$ cat config.mk
export PLATFORM = sky130hd
export DESIGN_NAME = rcpc_top
export DESIGN_NICKNAME = d
export VERILOG_FILES = /design/src/common/rcpc_pkg.sv /design/src/design/rcpc_sync.sv /design/src/design/rcpc_div.sv /design/src/design/rcpc_top.sv
export SDC_FILE = /design/constraint.sdc
export NUM_CORES = 1
export LEC_CHECK = 0
export ABC_AREA = 1
export BUFFER_PORTS_ARGS = -buffer_cell sky130_fd_sc_hd__buf_4
export CAP_MARGIN = 0
export CORE_MARGIN = 2
export CORE_UTILIZATION = 50
export CTS_CLUSTER_SIZE = 16
export DETAILED_ROUTE_END_ITERATION = 10
export GPL_ROUTABILITY_DRIVEN = 0
export MAX_ROUTING_LAYER = met4
export PLACE_DENSITY = 0.81
export SLEW_MARGIN = 40
export SYNTH_ARGS = -nofsm -noshare
export SYNTH_HDL_FRONTEND = slang
export SYNTH_HIERARCHICAL = 1
export SYNTH_SLANG_ARGS = --single-unit
$ cat constraint.sdc
create_clock -name clk_i -period 2.2 [get_ports clk_i]
set_input_delay 0.22 -clock clk_i [delete_from_list [all_inputs] [get_ports clk_i]]
set_output_delay 0.22 -clock clk_i [all_outputs]
set_load 0.005 [all_outputs]
$ cat src/common/rcpc_pkg.sv
// Shared constants and types for the clock configuration and power block
// Behaviour
// - Module enable accepts writes only while value write enable is one.
// - Value registers writable only while value write enable is one.
// - Read sync status is set while a rollover ripple may change values.
// - Half second status reads one in second half, zero in first.
// - Half second status is read-only; cleared by minutes/seconds low write.
// - Window pointer selects value fields; decrements per high access to 00.
// - Both configuration registers reset only by power-on reset.
// - Power control output active-high when polarity one, else active-low.
// - Stability window clock is source divided by two or by one.
// - Sample window clock is source divided by two or by one.
// - Clock select picks oscillator, low-power RC, 50 Hz or 60 Hz line.
package rcpc_pkg;
   localparam int ADDR_W = 4;
   localparam logic [3:0] CFG_IDX = 4'h0;
   localparam logic [3:0] PWR_IDX = 4'h1;
   localparam logic [15:0] CFG_RESET = 16'h0000;
   localparam logic [15:0] PWR_RESET = 16'h0000;
   localparam logic [15:0] UNMAPPED_READ = 16'h0000;
   localparam int N_SOURCES = 4;
   localparam logic [1:0] PTR_FLOOR = 2'h0;

   typedef enum logic [1:0] {
      RCPC_SRC_SECONDARY_OSC,
      RCPC_SRC_LOW_POWER_RC,
      RCPC_SRC_LINE_50HZ,
      RCPC_SRC_LINE_60HZ
   } rcpc_src_t;

   typedef enum logic [1:0] {
      RCPC_OUT_ALARM_PULSE,
      RCPC_OUT_SECONDS_CLOCK,
      RCPC_OUT_RESERVED,
      RCPC_OUT_POWER_CONTROL
   } rcpc_out_t;

   typedef struct packed {
      logic module_enable;
      logic unused14;
      logic value_write_enable;
      logic read_sync_status;
      logic half_second_status;
      logic clock_output_enable;
      logic [1:0] value_window_pointer;
      logic [7:0] calibration;
   } rcpc_calib_cfg_t;

   typedef struct packed {
      logic power_ctl_enable;
      logic power_ctl_polarity;
      logic stability_window_prescale;
      logic sample_window_prescale;
      rcpc_src_t timing_source_select;
      rcpc_out_t output_source_select;
      logic [7:0] unused7_0;
   } rcpc_power_cfg_t;

   typedef struct packed {
      logic data;
      logic enable;
   } rcpc_pin_t;
endpackage

$ cat src/design/rcpc_sync.sv
// Two-stage synchroniser for asynchronous pin levels
`timescale 1ns/1ps
module rcpc_sync #(
   parameter int W = 4
) (
   input wire logic clk_i,
   input wire logic rst_i,
   input wire logic [W-1:0] async_i,
   output logic [W-1:0] sync_o
);
   logic [W-1:0] meta;
   logic [W-1:0] next_meta;
   logic [W-1:0] next_sync;

   always_comb
   begin
      next_meta = async_i;
      next_sync = meta;
   end

   always_ff @(posedge clk_i)
   begin
      if (rst_i)
      begin
         meta <= '0;
         sync_o <= '0;
      end
      else
      begin
         meta <= next_meta;
         sync_o <= next_sync;
      end
   end
endmodule

$ cat src/design/rcpc_div.sv
// Divide-by-one or divide-by-two enable pulse prescaler
`timescale 1ns/1ps
module rcpc_div (
   input wire logic clk_i,
   input wire logic rst_i,
   input wire logic tick_i,
   input wire logic div2_i,
   output logic tick_o
);
   logic phase;
   logic next_phase;
   logic next_tick;

   // Window tick divider
   always_comb
   begin
      next_phase = phase;
      next_tick = 1'b0;
      if (tick_i)
      begin
         next_phase = div2_i ? ~phase : 1'b0;
         next_tick = ~div2_i | phase;
      end
   end

   always_ff @(posedge clk_i)
   begin
      if (rst_i)
      begin
         phase <= 1'b0;
         tick_o <= 1'b0;
      end
      else
      begin
         phase <= next_phase;
         tick_o <= next_tick;
      end
   end
endmodule

$ cat src/design/rcpc_top.sv
// Clock/calendar configuration, window pointer and power control logic
`timescale 1ns/1ps
module rcpc_top (
   input wire logic clk_i,
   input wire logic rst_i,
   input wire logic [rcpc_pkg::ADDR_W-1:0] addr_i,
   input wire logic [15:0] wdata_i,
   input wire logic wr_i,
   input wire logic rd_i,
   output logic [15:0] rdata_o,
   input wire logic rollover_busy_i,
   input wire logic half_tick_i,
   input wire logic second_tick_i,
   input wire logic minutes_seconds_reg_low_wr_i,
   input wire logic value_high_access_i,
   input wire logic alarm_pulse_i,
   input wire logic seconds_clk_i,
   input wire logic pwc_request_i,
   input wire logic [rcpc_pkg::N_SOURCES-1:0] osc_pins_i,
   output logic module_enable_o,
   output logic value_write_allow_o,
   output logic [1:0] value_window_pointer_o,
   output logic [7:0] calibration_o,
   output logic source_tick_o,
   output logic stability_tick_o,
   output logic sample_tick_o,
   output logic pwc_o,
   output logic clk_out_o,
   output logic clk_out_oe_o
);
   rcpc_pkg::rcpc_calib_cfg_t cfg;
   rcpc_pkg::rcpc_calib_cfg_t next_cfg;
   rcpc_pkg::rcpc_calib_cfg_t wcfg;
   rcpc_pkg::rcpc_power_cfg_t pwr;
   rcpc_pkg::rcpc_power_cfg_t next_pwr;
   rcpc_pkg::rcpc_pin_t pin;
   rcpc_pkg::rcpc_pin_t next_pin;
   logic [15:0] next_rdata;
   logic [rcpc_pkg::N_SOURCES-1:0] src_sync;
   logic src_prev;
   logic next_src_prev;
   logic src_level;
   logic src_tick;
   logic next_src_tick;
   logic wr_cfg;
   logic wr_pwr;
   logic pwc_level;
   logic next_pwc;

   assign wcfg = rcpc_pkg::rcpc_calib_cfg_t'(wdata_i);
   assign wr_cfg = wr_i && (addr_i == rcpc_pkg::CFG_IDX);
   assign wr_pwr = wr_i && (addr_i == rcpc_pkg::PWR_IDX);

   // Oscillator and line pins are asynchronous
   rcpc_sync #(
      .W(rcpc_pkg::N_SOURCES)
   ) u_sync (
      .clk_i(clk_i),
      .rst_i(rst_i),
      .async_i(osc_pins_i),
      .sync_o(src_sync)
   );

   assign src_level = src_sync[pwr.timing_source_select];

   // Configuration register group
   always_comb
   begin
      next_cfg = cfg;
      next_pwr = pwr;
      next_cfg.read_sync_status = rollover_busy_i;
      // half second phase; set wins over the clear
      if (half_tick_i)
      begin
         next_cfg.half_second_status = 1'b1;
      end
      else if (second_tick_i || minutes_seconds_reg_low_wr_i)
      begin
         next_cfg.half_second_status = 1'b0;
      end
      if (wr_cfg)
      begin
         next_cfg.value_write_enable = wcfg.value_write_enable;
         next_cfg.clock_output_enable = wcfg.clock_output_enable;
         next_cfg.value_window_pointer = wcfg.value_window_pointer;
         next_cfg.calibration = wcfg.calibration;
         if (cfg.value_write_enable)
         begin
            next_cfg.module_enable = wcfg.module_enable;
         end
      end
      else if (value_high_access_i &&
               cfg.value_window_pointer != rcpc_pkg::PTR_FLOOR)
      begin
         next_cfg.value_window_pointer = cfg.value_window_pointer - 2'h1;
      end
      if (wr_pwr)
      begin
         next_pwr = rcpc_pkg::rcpc_power_cfg_t'(wdata_i);
         next_pwr.unused7_0 = 8'h00;
      end
      next_cfg.unused14 = 1'b0;
   end

   always_ff @(posedge clk_i)
   begin
      if (rst_i)
      begin
         cfg <= rcpc_pkg::rcpc_calib_cfg_t'(rcpc_pkg::CFG_RESET);
         pwr <= rcpc_pkg::rcpc_power_cfg_t'(rcpc_pkg::PWR_RESET);
      end
      else
      begin
         cfg <= next_cfg;
         pwr <= next_pwr;
      end
   end

   // Read port group
   always_comb
   begin
      next_rdata = 16'h0000;
      if (rd_i)
      begin
         if (addr_i == rcpc_pkg::CFG_IDX)
         begin
            next_rdata = cfg;
         end
         else if (addr_i == rcpc_pkg::PWR_IDX)
         begin
            next_rdata = pwr;
         end
         else
         begin
            next_rdata = rcpc_pkg::UNMAPPED_READ;
         end
      end
   end

   always_ff @(posedge clk_i)
   begin
      if (rst_i)
      begin
         rdata_o <= 16'h0000;
      end
      else
      begin
         rdata_o <= next_rdata;
      end
   end

   assign pwc_level = pwr.power_ctl_polarity ? pwc_request_i
                                             : ~pwc_request_i;

   // Source tick and pin group
   always_comb
   begin
      next_src_prev = src_level;
      next_src_tick = src_level & ~src_prev & cfg.module_enable;
      next_pwc = pwr.power_ctl_enable ? pwc_level
                                      : ~pwr.power_ctl_polarity;
      next_pin.enable = cfg.clock_output_enable;
      unique case (pwr.output_source_select)
         rcpc_pkg::RCPC_OUT_ALARM_PULSE: next_pin.data = alarm_pulse_i;
         rcpc_pkg::RCPC_OUT_SECONDS_CLOCK: next_pin.data = seconds_clk_i;
         rcpc_pkg::RCPC_OUT_RESERVED: next_pin.data = 1'b0;
         rcpc_pkg::RCPC_OUT_POWER_CONTROL: next_pin.data = next_pwc;
      endcase
   end

   // A source change may yield one stray tick; seconds rewrite covers it
   always_ff @(posedge clk_i)
   begin
      if (rst_i)
      begin
         src_prev <= 1'b0;
         src_tick <= 1'b0;
         pwc_o <= 1'b1;
         pin <= '0;
      end
      else
      begin
         src_prev <= next_src_prev;
         src_tick <= next_src_tick;
         pwc_o <= next_pwc;
         pin <= next_pin;
      end
   end

   rcpc_div u_stab (
      .clk_i(clk_i),
      .rst_i(rst_i),
      .tick_i(src_tick),
      .div2_i(pwr.stability_window_prescale),
      .tick_o(stability_tick_o)
   );

   rcpc_div u_samp (
      .clk_i(clk_i),
      .rst_i(rst_i),
      .tick_i(src_tick),
      .div2_i(pwr.sample_window_prescale),
      .tick_o(sample_tick_o)
   );

   assign source_tick_o = src_tick;
   assign module_enable_o = cfg.module_enable;
   assign value_write_allow_o = cfg.value_write_enable;
   assign value_window_pointer_o = cfg.value_window_pointer;
   assign calibration_o = cfg.calibration;
   assign clk_out_o = pin.data;
   assign clk_out_oe_o = pin.enable;
endmodule

### After elaboration in Yosys (flattened, before gate mapping)

Cells that the tools add are included.

* input bits: 36
* register bits: 57
* word-level logic and storage cells: 70
* output and inout port bits: 34

* equality and inequality tests: 4
* muxes and demuxes: 13
* bitwise operators: 13
* magnitude comparators: 1
* $add $sub $neg: 1
* reduce and logical (&&, ||, !) cells: 12

Operators by type and width (number)
* $mux W16: 2
* $not A1 Y1: 9
* $mux W1: 7
* $reduce_bool A2 Y1: 3
* $eq A2 B2 Y1 const B: 2
* $eq A4 B1 Y1 const B: 1
* $logic_not A4 Y1: 1
* $mux W2: 2
* $pmux W1 S4: 1
* $reduce_or A2 Y1: 2
* $logic_and A1 B1 Y1: 3
* $lt A2 B3 Y1 const B: 1
* $and A1 B1 Y1: 2
* $bmux W1 S2: 1
* $eq A2 B1 Y1 const B: 1
* $logic_not A2 Y1: 1
* $or A1 B1 Y1: 2
* $reduce_and A2 Y1: 1
* $sub A2 B1 Y2 const B: 1
* $logic_or A1 B1 Y1: 1

### Longest topological paths before layout

* depth after elaboration: 4
* depth in mapped cells: 9
* depth with buffers taken out: 9

### Cells and area by module

The synthesis kept the hierarchy.

Modules (own cells, without submodules)
* rcpc_top: cells each 238, times used 1, sequential area each 880.8 sq um, area an instance 1808.0 sq um
* rcpc_sync: cells each 25, times used 1, sequential area each 160.2 sq um, area an instance 231.5 sq um
* rcpc_div: cells each 10, times used 2, sequential area each 40.0 sq um, area an instance 77.6 sq um

### Least setup slack after synthesis

OpenSTA, ideal clock, no wires.

* path type: register to register
* start point: register cfg (netlist bit value_window_pointer_o[0])
* end point: register cfg (netlist bit value_window_pointer_o[0])
* arrival time: 966 ps
* setup time: 64 ps
* path buffers: 0
* cell stages (with the launch flop): 10
* period minus slack after synthesis: 1030 ps
* setup slack: 1170 ps
* data required time: 2136 ps
* cell sequence: dfxtp_1 inv_1 ha_1 inv_1 nand2_1 inv_1 nand2_1 nand3_1 nand2_1 nor2_1

* cells in the longest elaborated chain, start to end: 3
* elaborated cells between the ends (all ways): 6
* those cells by class: add/sub: 1; mux: 2; reduce/logical: 3

RTL lines
* start: declaration: line rcpc_top.sv:31 `rcpc_pkg::rcpc_calib_cfg_t cfg;`
* start signal: assignment: line rcpc_top.sv:109 `cfg <= rcpc_pkg::rcpc_calib_cfg_t'(rcpc_pkg::CFG_RESET);`
* start signal: assignment: line rcpc_top.sv:114 `cfg <= next_cfg;`
* $sub A2 B1 Y2 / $reduce_bool A2 Y1 (equally long branches): line rcpc_top.sv:95, rcpc_top.sv:93
* $mux W2 / $logic_and A1 B1 Y1 (equally long branches): line rcpc_top.sv:92 `else if (value_high_access_i &&`
* $mux W2 / $reduce_bool A2 Y1 (equally long branches)

Parallel ways exist; a longest one is shown, timed or not. The select of a mux whose other input is x is not followed.
A chain may end at the register's enable or synchronous reset.

### Final worst setup path

Ends and elaborated chain as after synthesis.

==> metrics.md <==
| Metric | Value |
|---|---|
| Status | completed |
| Register area share after synthesis | 51.1% |
| Initial core utilization | 51.1% |
| CTS root buf | clkbuf_8 |
| Vias post-DR | approximately 1.8k |
| Avg WL per Cell | about 11 µm |
| Initial antenna violation count | 0 |
| Post-synth ARST share | 0% |
| Largest net degree at the start of global routing | 24 |
| Hold Path Cell Cnt | 3 |
| Die Area | 4940 µm² |
| Buffers on Ports | between 60 and 70 |
| Post CTS Setup Buffer Count | 0 |
| Worst path arrival time | about 1.4 ns |
| # DRC | 0 |
| Post-CTS sizing | 0 |
| Count leader, synth | nor2_1 |
| RSZ-0062 raised after global routing | no |
| Syn_area_per_cell | just under 8 µm² |
| Top post-synthesis cells by area | dfxtp_1 (51%), nor2_1 (12%), nand2_1 (11%), inv_1 (7.2%), buf_4 (3.8%) |
| Top_reg_cell synth | dfxtp_1 |
| EDFF count, synth | 0 |
| Final number of hold-violating endpoints | 0 |
| Top-area cell type share of the netlist area | between 50 and 60% |
| DRT antenna net count | 0 |
| Layout cells sized above 1 | 27.5% |
| Worst r2r src | value_window_pointer_o[0] |
| Synth Net Count | 320 |
| WP data required | between 2 and 2.5 ns |
| Type of origin of the critical path | flop |
| Hold_sp | osc_pins_i[0] |
| Ys Warns | 6 |
| Fmax | between 0.8 and 0.9 GHz |
| Setup TNS Final | 0 ns |
| Syn Inst Count | 283 |
| Fillers | roughly 390 |
| Pwr/cell area | 642 nW/µm² |
| IO Pins | 70 |
| Die Y-Extent | approximately 70 µm |
| H-tree levels | 2 |
| First DRT Iteration DRCs | about 110 |
| Flop2flop setup slack | between 1 and 1.5 ns |
| Vias in the first global route | 1686 |
| Clk sinks | 56 |
| Clock transition at path regs | around 0.090 ns |
| Clk Latency, worst-skew pair | approximately 0.31 ns |
| Slew Limit Headroom | 81.1% |
| CORE AREA | about 4300 µm² |
| Worst Tran Pin Value | ~0.28 ns |
| Peak VDD IR | 0.417 mV |
| Synthesis-to-finish area growth | 24.8% |
| Fin. max-slew vios | 0 |
| Register Area | approximately 1100 µm² |
| Iteration count of the initial detailed-routing pass | 4 |
| Synth cell types | 26 |
| Design Area, Final | roughly 2700 µm² |
| CP endpoint kind | flop |
| Placed wire-length estimate | 3.23 mm |
| Synthesized area | 2190 µm² |
| Most Crowded Layer GR | met2 |
| Count of state elements after synthesis | between 50 and 60 |
| DP Worst Slack | 0.824 ns |
| Cts-stage hold buffer count | 0 |
| Max clock buf depth | 2 |
| Met3 global-route usage | under 10% |
| Setup CP Type | flop to flop |
| TritonCTS clock tree | yes |
| Cell row count | 24 |
| Placed cell area | between 2000 and 3000 µm² |
| FF-to-FF path depth | 9 |
| Reg-to-reg endpoint | value_window_pointer_o[0] |
| Top cells by count, synth | nor2_1 (68), nand2_1 (66), dfxtp_1 (56), inv_1 (42), buf_4 (11) |
| Die X | around 70 µm |
| Biggest area consumer among synthesized cells | dfxtp_1 |
| Num CTS Buffers | 5 |
| Peak fanout along the critical path | 4 |
| Final nets | 381 |
| Layout Skew | about 0.012 ns |
| DRT Wirelength | 4.26 mm |
| Setup violators final | 0 |
| Worst min-delay path class | input port to flop |
| Met2 Use GR | roughly 33% |
| Global Route met1 Usage | 20.4% |
| First-pass GRT wire length | roughly 7.1 mm |
| Ratio of final minimum period to clock period | about 54% |
| Total track usage | between 10% and 20% |
| Number of antenna diodes | 0 |
| Worst Hold End | u_sync/meta[0] |
| Tmin final | approximately 1.2 ns |
| GRT overflow | 0 |
| Vias/cell | 4.54 |
| Multi-input gate area | roughly 780 µm² |
| Max_cap viols | 0 |
| Final WS setup | between 1 and 1.5 ns |
| Leakage | roughly 1.4 nW |
worst max-delay path, cell delays in order, from the launching register on:
cell,delay [ns]
dfxtp_1,0.38
inv_1,0.07
ha_1,0.19
inv_1,0.05
nand2_1,0.09
inv_1,0.09
nand2_1,0.05
nand3_1,0.08
nand2_1,0.06
nor2_1,0.08
kinds of logic (layout without fill, tap and decap cells):
family / count (synthesis) / count (layout) / share of synthesized area, %
adders and majority gates: 1 / 1 / 0.570
DFF: 56 / 56 / 51.1
buffers and inverters: 59 / 121 / 13.5
and+or+nand+nor: 150 / 150 / 29.5
AOI/OAI and AO/OA: 17 / 17 / 5.36
flip-flops by register name, summed over array words and instances, names as in the netlist, 2 cells and up:
name                    cells
rdata_o                    16
calibration_o               8
pwr                         8
u_sync/meta                 4
u_sync/sync_o               4
cfg                         3
value_window_pointer_o      2
cell type report:
class                      instances  share of cell area [%]
multi-input combinational        168                    28.4
clock inverter                     3                   0.685
tap                               52                    2.38
inverter                          43                    5.89
timing repair buffer              70                    19.2
sequential                        56                    40.9
clock buffer                       5                    2.51
where the power goes:
group	switching, mW	internal [mW]
clock	0.326	0.223
combinational	0.0805	0.0807
sequential	0.0128	1.04
total	0.419	1.34
layer usage:
metal	share of wire, %	routed length (µm)
met2	50	2110
met3	5.1	219
met4	1.7	72
met1	44	1860
met5	0	0
stage by stage:
| stage | instances | hold slack (ns) | utilization, % | power (mW) |
|---|---|---|---|---|
| floorplan | 283 | 0.289 | - | 1.16 |
| detailed placement | 389 | 0.396 | 61.7 | 1.24 |
| finish | 397 | 0.113 | 63.8 | 1.76 |
| global placement | 389 | 0.390 | 61.7 | 1.23 |
| global route | 397 | 0.112 | 63.8 | 1.85 |
| CTS | 397 | 0.105 | 63.8 | 1.78 |
worst max-delay path by stage:
stage | from | end | depth (start not counted) | slack (ns)
floorplan | value_window_pointer_o[0] | value_window_pointer_o[0] | 9 | 1.17
global placement | rst_i | rdata_o[5] | 6 | 0.89
detailed placement | rst_i | rdata_o[1] | 6 | 0.82
CTS | source_tick_o | source_tick_o | 1 | 1.01
global route | value_window_pointer_o[0] | value_window_pointer_o[0] | 9 | 0.81
finish | value_window_pointer_o[0] | value_window_pointer_o[0] | 9 | 1.01
cell usage in the layout (no fill, tap or decap), types with 5 or more instances in the layout:
| cell | instances |
|---|---|
| a21oi_1 | 5 |
| buf_4 | 70 |
| clkbuf_8 | 5 |
| dfxtp_1 | 56 |
| inv_1 | 42 |
| nand2_1 | 66 |
| nand3_1 | 5 |
| nor2_1 | 68 |
| o21ai_2 | 6 |
No activity file was read; power rests on OpenSTA's default activity.
